$ cat src/core/dtu_pkg.sv
package dtu_pkg;
  // ----------------------------------------------------------------
  // register map (byte addresses)
  // ----------------------------------------------------------------
  localparam logic [7:0] DUR_OFFSET = 8'h00;
  localparam logic [7:0] SEL_OFFSET = 8'h04;
  localparam logic [7:0] STAT_OFFSET = 8'h08;
  // ----------------------------------------------------------------
  // reset values and field positions
  // ----------------------------------------------------------------
  localparam logic [15:0] DUR_RESET = 16'h0000;
  localparam logic [7:0] SEL_RESET = 8'h00;
  localparam int A_COUNT_LSB = 0;
  localparam int A_PRESCALE_LSB = 6;
  localparam int B_COUNT_LSB = 8;
  localparam int B_PRESCALE_LSB = 14;
  localparam int COUNT_W = 6;
  localparam int NUM_GEN = 4;
  // ----------------------------------------------------------------
  // prescale codes and their cycle counts
  // ----------------------------------------------------------------
  localparam logic [1:0] PRE_DIV1 = 2'h0;
  localparam logic [1:0] PRE_DIV2 = 2'h1;
  localparam logic [1:0] PRE_DIV4 = 2'h2;
  localparam logic [1:0] PRE_DIV8 = 2'h3;
  localparam logic [3:0] TICKS_DIV1 = 4'h1;
  localparam logic [3:0] TICKS_DIV2 = 4'h2;
  localparam logic [3:0] TICKS_DIV4 = 4'h4;
  localparam logic [3:0] TICKS_DIV8 = 4'h8;
  // ----------------------------------------------------------------
  // per-output dead time states
  // ----------------------------------------------------------------
  typedef enum logic [2:0] {
    DTU_OFF   = 3'b001,
    DTU_DEAD  = 3'b010,
    DTU_ON    = 3'b100
  } dtu_state_t;
endpackage

$ cat src/core/dtu_dead_time_unit_select.sv
`timescale 1ns/1ns
// Functional notes
// - Bits 15 to 8 of the unit select register do not exist, read as zero and ignore writes.
// - Each generator's inactive-edge select bit picks unit B when 1 and unit A when 0; generator four's is bit 6.
// - Each generator's active-edge select bit picks unit B when 1 and unit A when 0; generator three's is bit 5.
// - The low byte holds eight read-write select bits reset to zero, bit 7 gen4 active down to bit 0 gen1 inactive.
// - Unit A dead time is its six-bit count times its selected clock period.
// - A two-bit prescale of 00, 01, 10, 11 gives a period of 1, 2, 4 or 8 instruction cycles.
// - Unit B dead time is formed the same way from its own count and prescale.
module dtu_dead_time_unit_select (
  input wire logic ref_clk_i, // instruction clock
  input wire logic arst_n_i, // async reset, active low
  input wire logic psel, // apb select
  input wire logic penable, // apb enable
  input wire logic pwrite, // apb direction
  input wire logic [7:0] paddr, // apb byte address
  input wire logic [31:0] pwdata, // apb write data
  output logic [31:0] prdata, // apb read data
  output logic pready, // apb ready
  output logic pslverr, // apb error on unmapped address
  input wire logic [3:0] duty_i, // raw duty level per generator
  output logic [3:0] pwm_high_o, // high side drive per generator
  output logic [3:0] pwm_low_o // low side drive per generator
);
  // ----------------------------------------------------------------
  // register bus
  // ----------------------------------------------------------------
  logic [15:0] dead_time_duration_control_q;
  logic [7:0] dead_time_unit_select_q;
  logic [3:0] dead_q;
  logic acc, hit_dur, hit_sel, hit_stat;
  assign acc = psel && penable && pready;
  assign hit_dur = paddr == dtu_pkg::DUR_OFFSET;
  assign hit_sel = paddr == dtu_pkg::SEL_OFFSET;
  assign hit_stat = paddr == dtu_pkg::STAT_OFFSET;

  // one wait state: pready rises in the second access cycle
  always_ff @(posedge ref_clk_i or negedge arst_n_i) begin
    if (!arst_n_i) begin
      pready <= 1'b0;
    end else begin
      pready <= psel && penable && !pready;
    end
  end

  always_ff @(posedge ref_clk_i or negedge arst_n_i) begin
    if (!arst_n_i) begin
      dead_time_duration_control_q <= dtu_pkg::DUR_RESET;
    end else if (acc && pwrite && hit_dur) begin
      dead_time_duration_control_q <= pwdata[15:0];
    end
  end

  always_ff @(posedge ref_clk_i or negedge arst_n_i) begin
    if (!arst_n_i) begin
      dead_time_unit_select_q <= dtu_pkg::SEL_RESET;
    end else if (acc && pwrite && hit_sel) begin
      dead_time_unit_select_q <= pwdata[7:0];
    end
  end

  always_ff @(posedge ref_clk_i or negedge arst_n_i) begin
    if (!arst_n_i) begin
      prdata <= 32'h0000_0000;
      pslverr <= 1'b0;
    end else begin
      prdata <= 32'h0000_0000;
      pslverr <= 1'b0;
      if (psel && penable && !pready) begin
        if (hit_dur) begin
          prdata <= {16'h0000, dead_time_duration_control_q};
        end else if (hit_sel) begin
          prdata <= {24'h00_0000, dead_time_unit_select_q};
        end else if (hit_stat) begin
          prdata <= {28'h000_0000, dead_q};
        end else begin
          pslverr <= 1'b1;
        end
      end
    end
  end

  // ----------------------------------------------------------------
  // register bus checks
  // ----------------------------------------------------------------
  sel_upper_zero_a: assert property (@(posedge ref_clk_i) disable iff (!arst_n_i)
    pready && !pwrite && hit_sel |-> prdata[31:8] == 24'h00_0000)
    else $error("select upper bits not zero");

  sel_write_a: assert property (@(posedge ref_clk_i) disable iff (!arst_n_i)
    acc && pwrite && hit_sel |=> dead_time_unit_select_q == $past(pwdata[7:0]))
    else $error("select write did not land");

  dur_write_a: assert property (@(posedge ref_clk_i) disable iff (!arst_n_i)
    acc && pwrite && hit_dur |=> dead_time_duration_control_q == $past(pwdata[15:0]))
    else $error("duration write did not land");

  bad_addr_err_a: assert property (@(posedge ref_clk_i) disable iff (!arst_n_i)
    pready && !(hit_dur || hit_sel || hit_stat) |-> pslverr && prdata == 32'h0000_0000)
    else $error("unmapped access not refused");

  good_addr_ok_a: assert property (@(posedge ref_clk_i) disable iff (!arst_n_i)
    pready && (hit_dur || hit_sel || hit_stat) |-> !pslverr)
    else $error("mapped access flagged as error");

  stat_read_a: assert property (@(posedge ref_clk_i) disable iff (!arst_n_i)
    pready && !pwrite && hit_stat |-> prdata[31:4] == 28'h000_0000)
    else $error("status upper bits not zero");

  // ----------------------------------------------------------------
  // dead time lengths of units a and b
  // ----------------------------------------------------------------
  function automatic logic [9:0] dead_len(input logic [5:0] cnt, input logic [1:0] pre);
    logic [3:0] tk;
    tk = dtu_pkg::TICKS_DIV1;
    unique case (pre)
      dtu_pkg::PRE_DIV1: tk = dtu_pkg::TICKS_DIV1;
      dtu_pkg::PRE_DIV2: tk = dtu_pkg::TICKS_DIV2;
      dtu_pkg::PRE_DIV4: tk = dtu_pkg::TICKS_DIV4;
      dtu_pkg::PRE_DIV8: tk = dtu_pkg::TICKS_DIV8;
    endcase
    return 10'(cnt) * 10'(tk);
  endfunction

  logic [9:0] len_a, len_b;
  assign len_a = dead_len(dead_time_duration_control_q[dtu_pkg::A_COUNT_LSB +: dtu_pkg::COUNT_W],
    dead_time_duration_control_q[dtu_pkg::A_PRESCALE_LSB +: 2]);
  assign len_b = dead_len(dead_time_duration_control_q[dtu_pkg::B_COUNT_LSB +: dtu_pkg::COUNT_W],
    dead_time_duration_control_q[dtu_pkg::B_PRESCALE_LSB +: 2]);

  // length is count shifted by the prescale code
  a_length_a: assert property (@(posedge ref_clk_i) disable iff (!arst_n_i)
    len_a == ({4'h0, dead_time_duration_control_q[dtu_pkg::A_COUNT_LSB +: dtu_pkg::COUNT_W]}
      << dead_time_duration_control_q[dtu_pkg::A_PRESCALE_LSB +: 2]))
    else $error("unit a length wrong");

  b_length_a: assert property (@(posedge ref_clk_i) disable iff (!arst_n_i)
    len_b == ({4'h0, dead_time_duration_control_q[dtu_pkg::B_COUNT_LSB +: dtu_pkg::COUNT_W]}
      << dead_time_duration_control_q[dtu_pkg::B_PRESCALE_LSB +: 2]))
    else $error("unit b length wrong");

  // ----------------------------------------------------------------
  // complementary outputs with dead time insertion
  // ----------------------------------------------------------------
  genvar g;
  generate
    for (g = 0; g < dtu_pkg::NUM_GEN; g++) begin : gen_pair
      logic act_sel, inact_sel;
      logic [9:0] len_on, len_off, cnt_q;
      logic duty_q;
      dtu_pkg::dtu_state_t st_q;
      assign act_sel = dead_time_unit_select_q[2 * g + 1];
      assign inact_sel = dead_time_unit_select_q[2 * g];
      assign len_on = act_sel ? len_b : len_a;
      assign len_off = inact_sel ? len_b : len_a;

      always_ff @(posedge ref_clk_i or negedge arst_n_i) begin
        if (!arst_n_i) begin
          duty_q <= 1'b0;
          cnt_q <= 10'h000;
          pwm_high_o[g] <= 1'b0;
          pwm_low_o[g] <= 1'b0;
          dead_q[g] <= 1'b0;
          st_q <= dtu_pkg::DTU_OFF;
        end else begin
          duty_q <= duty_i[g];
          unique case (st_q)
            dtu_pkg::DTU_OFF, dtu_pkg::DTU_ON: begin
              if (duty_i[g] != duty_q) begin
                // both off, then count the edge's dead time
                pwm_high_o[g] <= 1'b0;
                pwm_low_o[g] <= 1'b0;
                dead_q[g] <= 1'b1;
                cnt_q <= duty_i[g] ? len_on : len_off;
                st_q <= dtu_pkg::DTU_DEAD;
              end else begin
                pwm_high_o[g] <= duty_q;
                pwm_low_o[g] <= !duty_q;
              end
            end
            dtu_pkg::DTU_DEAD: begin
              if (duty_i[g] != duty_q) begin
                cnt_q <= duty_i[g] ? len_on : len_off;
              end else if (cnt_q <= 10'h001) begin
                pwm_high_o[g] <= duty_q;
                pwm_low_o[g] <= !duty_q;
                dead_q[g] <= 1'b0;
                st_q <= duty_q ? dtu_pkg::DTU_ON : dtu_pkg::DTU_OFF;
              end else begin
                cnt_q <= cnt_q - 10'h001;
              end
            end
            default: begin
              st_q <= dtu_pkg::DTU_OFF;
            end
          endcase
        end
      end

      // ----------------------------------------------------------------
      // pair checks
      // ----------------------------------------------------------------
      no_shoot_a: assert property (@(posedge ref_clk_i) disable iff (!arst_n_i)
        !(pwm_high_o[g] && pwm_low_o[g]))
        else $error("both switches of a pair on");

      high_gap_a: assert property (@(posedge ref_clk_i) disable iff (!arst_n_i)
        $rose(pwm_high_o[g]) |-> $past(!pwm_low_o[g], 1) && $past(dead_q[g], 1))
        else $error("high side on without a gap");

      low_gap_a: assert property (@(posedge ref_clk_i) disable iff (!arst_n_i)
        $rose(pwm_low_o[g]) |-> $past(!pwm_high_o[g], 1))
        else $error("low side on without a gap");

      dead_off_a: assert property (@(posedge ref_clk_i) disable iff (!arst_n_i)
        dead_q[g] |-> !pwm_high_o[g] && !pwm_low_o[g])
        else $error("pair driven during dead time");

      on_unit_a: assert property (@(posedge ref_clk_i) disable iff (!arst_n_i)
        $rose(dead_q[g]) && duty_q |->
          cnt_q == ($past(dead_time_unit_select_q[2 * g + 1]) ? $past(len_b) : $past(len_a)))
        else $error("active edge used the wrong unit");

      off_unit_a: assert property (@(posedge ref_clk_i) disable iff (!arst_n_i)
        $rose(dead_q[g]) && !duty_q |->
          cnt_q == ($past(dead_time_unit_select_q[2 * g]) ? $past(len_b) : $past(len_a)))
        else $error("inactive edge used the wrong unit");
    end
  endgenerate
endmodule

$ cat config.mk
export PLATFORM = sky130hd
export DESIGN_NAME = dtu_dead_time_unit_select
export DESIGN_NICKNAME = d
export VERILOG_FILES = /design/src/core/dtu_pkg.sv /design/src/core/dtu_dead_time_unit_select.sv
export SDC_FILE = /design/constraint.sdc
export NUM_CORES = 1
export LEC_CHECK = 0
export BUFFER_PORTS_ARGS = -buffer_cell sky130_fd_sc_hd__buf_2
export CORE_MARGIN = 2
export CORE_UTILIZATION = 54
export DETAILED_ROUTE_END_ITERATION = 12
export PLACE_DENSITY_LB_ADDON = 0.25
export SYNTH_ARGS = -nofsm -noshare
export SYNTH_HDL_FRONTEND = slang
export SYNTH_SLANG_ARGS = --single-unit
$ cat constraint.sdc
create_clock -name ref_clk_i -period 3.96 [get_ports ref_clk_i]
set_clock_uncertainty 0.2 [all_clocks]
set_input_delay 0.198 -clock ref_clk_i [delete_from_list [all_inputs] [get_ports ref_clk_i]]
set_output_delay 0.198 -clock ref_clk_i [all_outputs]
set_load 0.01 [all_outputs]
## Yosys cells after proc, flatten, opt, wreduce, memory -nomap -nowiden

Index checks and enable logic that the tools add are counted.

- $add $sub $neg: 4
- Multiply operators: 2
- $lt $le $gt $ge: 4
- Eq/ne operators: 40
- Muxes and demuxes: 106
- Reductions and logical operators: 38

Operator list:

| kind | count |
|---|---|
| $mux 10 | 24 |
| $pmux 10 s2 | 4 |
| $mux 3 | 16 |
| $le 10x1->1 const B | 4 |
| $mux 1 | 40 |
| $sub 10x1->10 const B | 4 |
| $reduce_and 3->1 | 12 |
| $mux 16 | 2 |
| $pmux 4 s4 | 2 |
| $ne 2x2->1 const B | 12 |
| $pmux 1 s2 | 12 |
| $pmux 3 s2 | 4 |
| $mul 6x4->10 | 2 |
| $reduce_and 4->1 | 4 |
| $eq 3x1->1 const B | 4 |
| $eq 3x2->1 const B | 4 |
| $eq 3x3->1 const B | 4 |
| $ne 3x3->1 const B | 4 |
| $eq 2x2->1 const B | 4 |
| $eq 8x3->1 const B | 1 |
| $eq 8x4->1 const B | 1 |
| $logic_not 8->1 | 1 |
| $mux 8 | 1 |
| $reduce_bool 2->1 | 4 |
| other kinds (7) | 24 |

- Flip-flop bits (word level): 126
- Bits of input ports: 49
- Output and inout bits: 42
- Word-level logic and storage cells: 223

## Depth between registers and ports, before layout

Gate-level depths: netlist (run 1).

- Depth in word-level cells: 7
- Mapped depth: 14
- Mapped depth without buffers: 13

## Worst setup path after synthesis (run 1)

No wires, ideal clock.

- Kind: reg2reg
- From: register dead_time_duration_control_q[14]
- To: register gen_pair[2].cnt_q[9]
- Setup time: 123 ps
- Arrival: 3810 ps
- Data required time: 3637 ps
- Setup slack: -173 ps
- Stages on the path, launching flop included: 15
- Period minus slack after synthesis: 4133 ps
- Cell sequence: dfrtp_1 > clkbuf_1 > nor2b_1 > and2_1 > fa_1 > inv_1 > fa_1 > inv_1 > ha_1 > and3_1 > a2111oi_0 > a21oi_1 > xor2_1 > mux2_2 > o221a_2

- Cells in the longest elaborated chain, start to end: 7
- Elaborated cells between the ends (all ways): 12
- Classes of those cells: 1 x mul; 3 x eq/ne; 7 x mux; 1 x reduce/logical

Ends and longest elaborated chain:

| element | line | source |
|---|---|---|
| start: declaration | dtu_dead_time_unit_select.sv:28 | `logic [15:0] dead_time_duration_control_q;` |
| start signal: assignment | dtu_dead_time_unit_select.sv:48 | `dead_time_duration_control_q <= dtu_pkg::DUR_RESET;` |
| start signal: assignment | dtu_dead_time_unit_select.sv:50 | `dead_time_duration_control_q <= pwdata[15:0];` |
| $eq 2x2->1 (tied with other cells) | dtu_dead_time_unit_select.sv:116 | `unique case (pre)` |
| $pmux 4 s4 (*) | dtu_dead_time_unit_select.sv:116 |  |
| $mul 6x4->10 (*) | dtu_dead_time_unit_select.sv:122 | `return 10'(cnt) * 10'(tk);` |
| $mux 10, on equally long branches | dtu_dead_time_unit_select.sv:155, dtu_dead_time_unit_select.sv:154 |  |
| $mux 10 (*) | dtu_dead_time_unit_select.sv:174, dtu_dead_time_unit_select.sv:183 |  |
| $mux 10, on equally long branches | dtu_dead_time_unit_select.sv:182, dtu_dead_time_unit_select.sv:169 |  |
| $pmux 10 s2 (*) | dtu_dead_time_unit_select.sv:167 | `unique case (st_q)` |
| end signal: assignment | dtu_dead_time_unit_select.sv:174 | `cnt_q <= duty_i[g] ? len_on : len_off;` |
| end signal: assignment | dtu_dead_time_unit_select.sv:183 | `cnt_q <= duty_i[g] ? len_on : len_off;` |
| end signal: assignment | dtu_dead_time_unit_select.sv:190 | `cnt_q <= cnt_q - 10'h001;` |
| end: declaration | dtu_dead_time_unit_select.sv:149 | `logic [9:0] len_on, len_off, cnt_q;` |

Mark *: on every way between the ends. The rest lies on a longest branch, timed or not. The select of a mux whose other input is x is not followed.
A chain may end at the register's enable or synchronous reset.

## Worst setup path in the final report (run 1)

- From: register dead_time_duration_control_q[7]
- To: register gen_pair[2].cnt_q[8]

The elaborated chain is that of the path after synthesis.

==> impl_metrics.env, run 1 <==
export IMPL_cts_buffer_depth=2
export IMPL_fill_cells=1145
export IMPL_slew_viol_final=0
export IMPL_required_ns=4.02
export IMPL_synth_ff_type="dfrtp_1"
export IMPL_final_cell_mix="dfrtp_1 (103), nor2_1 (78), inv_1 (59)"
export IMPL_cp_arrival_ns=3.92
export IMPL_dr_pass1_iters=5
export IMPL_grt_max_degree=58
export IMPL_cts_buffers=9
export IMPL_r2r_cells=13
export IMPL_netlist_top_cells_area="dfrtp_1 (34%), ha_1 (7.2%), mux2_2 (4.8%)"
export IMPL_worst_slew_pin_slew_ns=1.233
export IMPL_place_ws_ns=-0.03407
export IMPL_overflow=0
export IMPL_hold_depth=4
export IMPL_postSynthCellCount=857
export IMPL_synth_async_sr_flop_share_pct=100.0
export IMPL_clock_latency_ns=0.36
export IMPL_core_area_um2=13880
export IMPL_synth_seq_area_share_pct=35.84
export IMPL_max_slew_margin_rel_pct=17.18
export IMPL_path_max_fanout=6
export IMPL_worst_r2r_endpoint="gen_pair[2].cnt_q[8]"
export IMPL_synth_top_area_share_pct=34.48
export IMPL_critPathKind="register to register"
export IMPL_grt_first_pass_wirelength_mm=29.19
export IMPL_cts_tree="yes"
export IMPL_status="complete, no violations"
export IMPL_end_kind="register"
export IMPL_drc_errors=0
export IMPL_track_usage_pct=24.46
export IMPL_finalWorstSetupSlack_ns=0.09674
export IMPL_clk_pin_slew_ns=0.08
export IMPL_yosys_warnings=0
export IMPL_fmax_mhz=258.8
export IMPL_wire_per_inst_um=16.00
export IMPL_vias=6474
export IMPL_fin_util_pct=64.35
export IMPL_hold_path_class="input port to register"
export IMPL_io_buffers=58
export IMPL_finalHoldViolations=0
export IMPL_design_area_um2=8932
export IMPL_cts_max_level=3
export IMPL_diodes=0
export IMPL_area_growth_pct=16.10
export IMPL_ys_ff_latch=110
export IMPL_top_level_ports=91
export IMPL_worstReg2RegStart="dead_time_duration_control_q[7]"
export IMPL_hold_end="prdata[3]"
export IMPL_wirelength_mm=18.07
export IMPL_grt_antenna_before_repair=0
export IMPL_drive_above_1_share_pct=18.76
export IMPL_hpwl_mm=12.85
export IMPL_p_per_area_nw_per_um2=499.0
export IMPL_grt_pass1_vias=5947
export IMPL_rows=43
export IMPL_fin_nets=1053
export IMPL_via_per_inst=5.734
export IMPL_place_area_um2=8238
export IMPL_hold_start="paddr[6]"
export IMPL_drt_iter0_drc=402
export IMPL_finalPower_mw=4.458
export IMPL_fin_crit_sh_pct=97.56
export IMPL_peakVddDrop_uv=276.3
export IMPL_fin_hold_ws_ns=0.01540
export IMPL_yosysUniqueCellTypes=67
export IMPL_die_area_um2=15220
export IMPL_yosys_area_top_type="dfrtp_1"
export IMPL_min_period_ns=3.863
export IMPL_p_leak_nw=4.390
export IMPL_start_util_pct=55.43
export IMPL_place_gp_congestion=0.8802
export IMPL_setup_viol=0
export IMPL_numClockSinks=110
export IMPL_final_antenna_net_count=0
export IMPL_cap_violations=0
export IMPL_syn_area_um2=7694
export IMPL_mostFrequentLayoutCell="dfrtp_1"
export IMPL_synth_edf_count=0
export IMPL_cts_root_buf="clkbuf_16"
export IMPL_die_h_um=123.4
export IMPL_synth_area_per_cell_um2=8.977
export IMPL_crit_path_start_kind="register"
export IMPL_chipWidth_um=123.4
export IMPL_r2r_slack_ns=0.1
## synth_stat cells, types with 3 or more instances
| cell | instances |
|---|---|
| dfrtp_1 | 106 |
| ha_1 | 44 |
| o21a_1 | 5 |
| inv_1 | 59 |
| nor4_1 | 10 |
| a22oi_1 | 7 |
| xnor2_1 | 7 |
| xor2_1 | 6 |
| nor3b_1 | 8 |
| and3_1 | 24 |
| mux2i_1 | 21 |
| a2111oi_0 | 6 |
| a31oi_1 | 9 |
| o21ai_0 | 53 |
| or4_4 | 3 |
| nor2_1 | 78 |
| o31ai_1 | 8 |
| dfstp_2 | 4 |
| a21oi_1 | 50 |
| o211ai_1 | 5 |
| nand3_1 | 17 |
| nand2_1 | 58 |
| nand4_1 | 5 |
| or3_1 | 6 |
| mux2_2 | 33 |
| a211oi_1 | 10 |
| or3b_2 | 4 |
| clkbuf_1 | 30 |
| nand2b_1 | 14 |
| fa_1 | 16 |
| nor3_1 | 29 |
| o21bai_1 | 3 |
| o22ai_1 | 6 |
| nand3b_1 | 3 |
| or4_1 | 5 |
| o2111ai_1 | 4 |
| o22a_1 | 3 |
| and2_1 | 30 |
| buf_4 | 16 |
| nor2b_1 | 15 |
| a21o_1 | 3 |
## through the flow
step / TNS, ns / cells
floorplan: 0 / 872
global placement: 0 / 1089
detailed placement: -0.06022 / 1089
CTS: 0 / 1127
global route: -0.1157 / 1129
finish: 0 / 1129
## what timing repair did
item / in CTS / in global routing
hold buffers: 22 / 0
pin swaps: 0 / 3
gates cloned: 0 / 0
setup buffers: 0 / 2
endpoints found under the hold margin: 84 / 0
resized for setup: 4 / 23
setup endpoints to repair: 4 / 16
## layer usage
layer | vias up | part of all wire [%] | GRT usage (%)
met5 | - | 0 | 0
met4 | 0 | 1.1 | 6.250
met3 | 14 | 4.4 | 3.967
met2 | 161 | 48 | 40.04
met1 | 3112 | 46 | 33.87
li1 | 3187 | - | -
## how the worst max path moves through the flow
stage	startpoint	slack, ns	depth (start not counted)	to
after floorplan	dead_time_duration_control_q[14]	0.007	14	gen_pair[2].cnt_q[9]
after global placement	dead_time_duration_control_q[14]	0.06	13	gen_pair[3].cnt_q[9]
after detailed placement	dead_time_duration_control_q[7]	-0.03	13	gen_pair[0].cnt_q[8]
after CTS	dead_time_duration_control_q[14]	0.007	13	gen_pair[2].cnt_q[9]
after global routing	dead_time_duration_control_q[6]	-0.05	13	gen_pair[2].cnt_q[9]
final	dead_time_duration_control_q[7]	0.1	13	gen_pair[2].cnt_q[8]
## worst max-delay path, cell delays in order, from the launching register on
cell and delay (ns):
dfrtp_2 0.45, nor2b_2 0.19, and2_1 0.17, fa_1 0.51, inv_1 0.05, fa_1 0.47, inv_1 0.06, ha_4 0.22
nor2b_1 0.13, o21a_1 0.17, o21a_1 0.20, or4_1 0.44, o311a_4 0.19, o311ai_1 0.30
## final cells by class
| type | count | area, µm² | share of cell area [%] |
|---|---|---|---|
| Timing Repair Buffer | 110 | 743.2 | 8.320 |
| Clock inverter | 6 | 70.07 | 0.7844 |
| Inverter | 60 | 225.2 | 2.521 |
| Sequential cell | 110 | 2761 | 30.91 |
| Tap cell | 180 | 225.2 | 2.521 |
| Clock buffer | 10 | 239.0 | 2.675 |
| Multi-Input combinational cell | 653 | 4668 | 52.26 |
## state kept, by name, summed over array words and instances (netlist names)
register                      cells
gen_pair.cnt_q                   40
dead_time_unit_select_q           8
gen_pair.duty_q                   4
prdata                           16
pslverr                           1
dead_q                            4
dead_time_duration_control_q     16
pwm_high_o                        4
gen_pair.st_q                    12
pready                            1
pwm_low_o                         4
## power by group
group / switching (mW) / internal (mW)
combinational: 1.08 / 0.714
clock: 0.447 / 0.513
sequential: 0.310 / 1.40
## logic make-up (layout without fill, tap and decap cells)
logic type,count (synthesis),in the layout,synth area share [%]
buffers and inverters,109,186,6.131
adder cells (fa/ha/maj),60,60,11.32
other,1,16,0.04874
AND/OR/NAND/NOR,318,318,21.78
multiplexers,54,54,7.562
AO/OA/AOI/OAI,192,192,15.84
flip-flops,110,110,35.84
XOR/XNOR,13,13,1.480
Note: power is estimated with default switching activity, not from simulation.
==> run 2, diff against run 1 <==
==> constraint.sdc (replaced) <==
create_clock -name ref_clk_i -period 3.3 [get_ports ref_clk_i]
set_clock_uncertainty 0.2 [all_clocks]
set_input_delay 0.165 -clock ref_clk_i [delete_from_list [all_inputs] [get_ports ref_clk_i]]
set_output_delay 0.165 -clock ref_clk_i [all_outputs]
set_load 0.01 [all_outputs]
==> run 2 against run 1 <==
The flow now finishes with violations (negative setup slack). Via count increased by 4.7%. Wire length is 6.8% higher. Global-route usage rose by 1.5 points. Setup slack worse by 0.56 ns. Sequential share of layout area shrank 2.2 points. Worst hold slack improved by 0.023 ns. Fmax up 2.7%. Flip-flop and latch count unchanged. Clock power grew 15%. Critical endpoint is now gen_pair[1].cnt_q[8].
==> impl_metrics.env, run 2 (synthesis results as in run 1) <==
export IMPL_via_per_inst=5.778
export IMPL_worst_r2r_endpoint="gen_pair[1].cnt_q[8]"
export IMPL_combPwrFrac_pct=41.7
export IMPL_hold_end="prdata[2]"
export IMPL_io_buffers=58
export IMPL_clk_pin_slew_ns=0.07
export IMPL_overflow=0
export IMPL_p_per_area_nw_per_um2=563.1
export IMPL_final_cell_mix="dfrtp_1 (104), nor2_1 (77), buf_4 (66)"
export IMPL_biggestRegsByFlops="gen_pair.cnt_q: 40 flops, dead_time_duration_control_q: 16 flops, prdata: 16 flops"
export IMPL_cap_violations=0
export IMPL_critPathKind="register to register"
export IMPL_slew_viol_final=0
export IMPL_die_area_um2=15220
export IMPL_max_slew_margin_rel_pct=14.68
export IMPL_fin_util_pct=69.35
export IMPL_hold_start="paddr[5]"
export IMPL_status="complete, but fails checks"
export IMPL_dr_pass1_iters=6
export IMPL_design_area_um2=9627
export IMPL_clock_latency_ns=0.36
export IMPL_place_area_um2=8616
export IMPL_worstReg2RegStart="dead_time_duration_control_q[6]"
export IMPL_r2r_cells=14
export IMPL_r2r_slack_ns=-0.46
export IMPL_grt_pass1_vias=6353
export IMPL_fmax_mhz=265.8
export IMPL_power_internal_mw=3.193
export IMPL_cts_tree="yes"
export IMPL_track_usage_pct=25.99
export IMPL_place_gp_congestion=0.9127
export IMPL_hpwl_mm=13.58
export IMPL_p_leak_nw=4.690
export IMPL_fin_nets=1098
export IMPL_regMostFlops="gen_pair.cnt_q"
export IMPL_crit_path_start_kind="register"
export IMPL_vias=6778
export IMPL_fin_crit_sh_pct=114.0
export IMPL_die_h_um=123.4
export IMPL_grt_max_degree=58
export IMPL_p_sw_mw=2.228
export IMPL_chipWidth_um=123.4
export IMPL_hold_path_class="input port to register"
export IMPL_switching_share_pct=41.10
export IMPL_grt_antenna_before_repair=0
export IMPL_rsz0062_at_grt="true"
export IMPL_diodes=0
export IMPL_peakVddDrop_uv=301.3
export IMPL_area_growth_pct=25.13
export IMPL_required_ns=3.38
export IMPL_drt_iter0_drc=422
export IMPL_grt_first_pass_wirelength_mm=31.15
export IMPL_cp_arrival_ns=3.84
export IMPL_numClockSinks=110
export IMPL_cts_buffer_depth=2
export IMPL_mostFrequentLayoutCell="dfrtp_1"
export IMPL_drive_above_1_share_pct=27.69
export IMPL_largest_reg_flops=40
export IMPL_setup_viol=25
export IMPL_fin_hold_ws_ns=0.03865
export IMPL_finalHoldViolations=0
export IMPL_drc_errors=0
export IMPL_p_seq_share_pct=37.9
export IMPL_min_period_ns=3.762
export IMPL_cts_max_level=3
export IMPL_fill_cells=1057
export IMPL_hold_depth=4
export IMPL_cts_root_buf="clkbuf_16"
export IMPL_top_level_ports=91
export IMPL_worst_slew_pin_slew_ns=1.244
export IMPL_end_kind="register"
export IMPL_wirelength_mm=19.29
export IMPL_clockPowerShare_pct=20.3
export IMPL_core_area_um2=13880
export IMPL_wire_per_inst_um=16.45
export IMPL_path_max_fanout=4
export IMPL_final_antenna_net_count=0
export IMPL_violations="negative setup slack"
export IMPL_finalPower_mw=5.421
export IMPL_cts_buffers=9
export IMPL_start_util_pct=55.43
export IMPL_finalWorstSetupSlack_ns=-0.4619
export IMPL_rows=43
-- run 2: power by group through the flow --
stage          combinational (mW)  clock [mW]  sequential [mW]
2_1_floorplan                1.69           0             1.94
3_3_place_gp                 2.07           0             2.06
3_5_place_dp                 2.10           0             2.07
4_1_cts                      2.17        1.12             2.05
5_1_grt                      2.51        1.17             2.11
6_report                     2.26        1.10             2.06
-- run 2: worst max-delay path, stage by stage (launching register included) --
cell	delay [ns]
dfrtp_1	0.43
nor2b_4	0.16
and2_4	0.16
fa_1	0.54
inv_2	0.04
fa_1	0.48
inv_2	0.04
ha_4	0.22
nor2b_4	0.12
o21a_1	0.21
o21a_1	0.21
or4_4	0.43
o311a_4	0.18
buf_6	0.14
a31oi_4	0.13
-- run 2: area by class of cell --
type	count	area, µm²	area share, %
multi-input combinational	653	5005	51.99
sequential	110	2760	28.67
timing repair buffer	155	1121	11.65
clock buffer	11	242.7	2.521
inverter	60	225.2	2.339
tap	180	225.2	2.339
clock inverter	4	47.55	0.4939
-- run 2: routing by layer --
layer	track usage (%)	routed length, µm	part of all wire (%)
met5	0	0	0
met2	42.20	9327	48
met3	3.367	868	4.5
met4	9.233	491	2.5
met1	35.80	8607	45
-- run 2: worst max path at each step --
| stage | depth (start not counted) | to | startpoint |
|---|---|---|---|
| global placement | 12 | gen_pair[2].cnt_q[9] | dead_time_duration_control_q[14] |
| finish | 14 | gen_pair[1].cnt_q[8] | dead_time_duration_control_q[6] |
| floorplan | 14 | gen_pair[2].cnt_q[9] | dead_time_duration_control_q[14] |
| CTS | 13 | gen_pair[2].cnt_q[9] | dead_time_duration_control_q[14] |
| global route | 12 | gen_pair[2].cnt_q[9] | dead_time_duration_control_q[15] |
| detailed placement | 12 | gen_pair[3].cnt_q[9] | dead_time_duration_control_q[14] |
-- run 2: repair_timing --
action,CTS,global route
endpoints found under the hold margin,85,0
endpoints found under the setup margin,25,27
hold buffers,23,0
gates resized for setup,57,42
pin swaps,22,33
setup buffers,4,9
-- run 2: metrics by stage --
stage	TNS (ns)	worst slack [ns]	std cells
final	-7.656	-0.4619	1173
after global routing	-11.23	-0.6026	1173
after CTS	-5.946	-0.4410	1168
after detailed placement	-8.692	-0.6212	1126
after global placement	-7.097	-0.4760	1126
after floorplan	-2.239	-0.4161	872
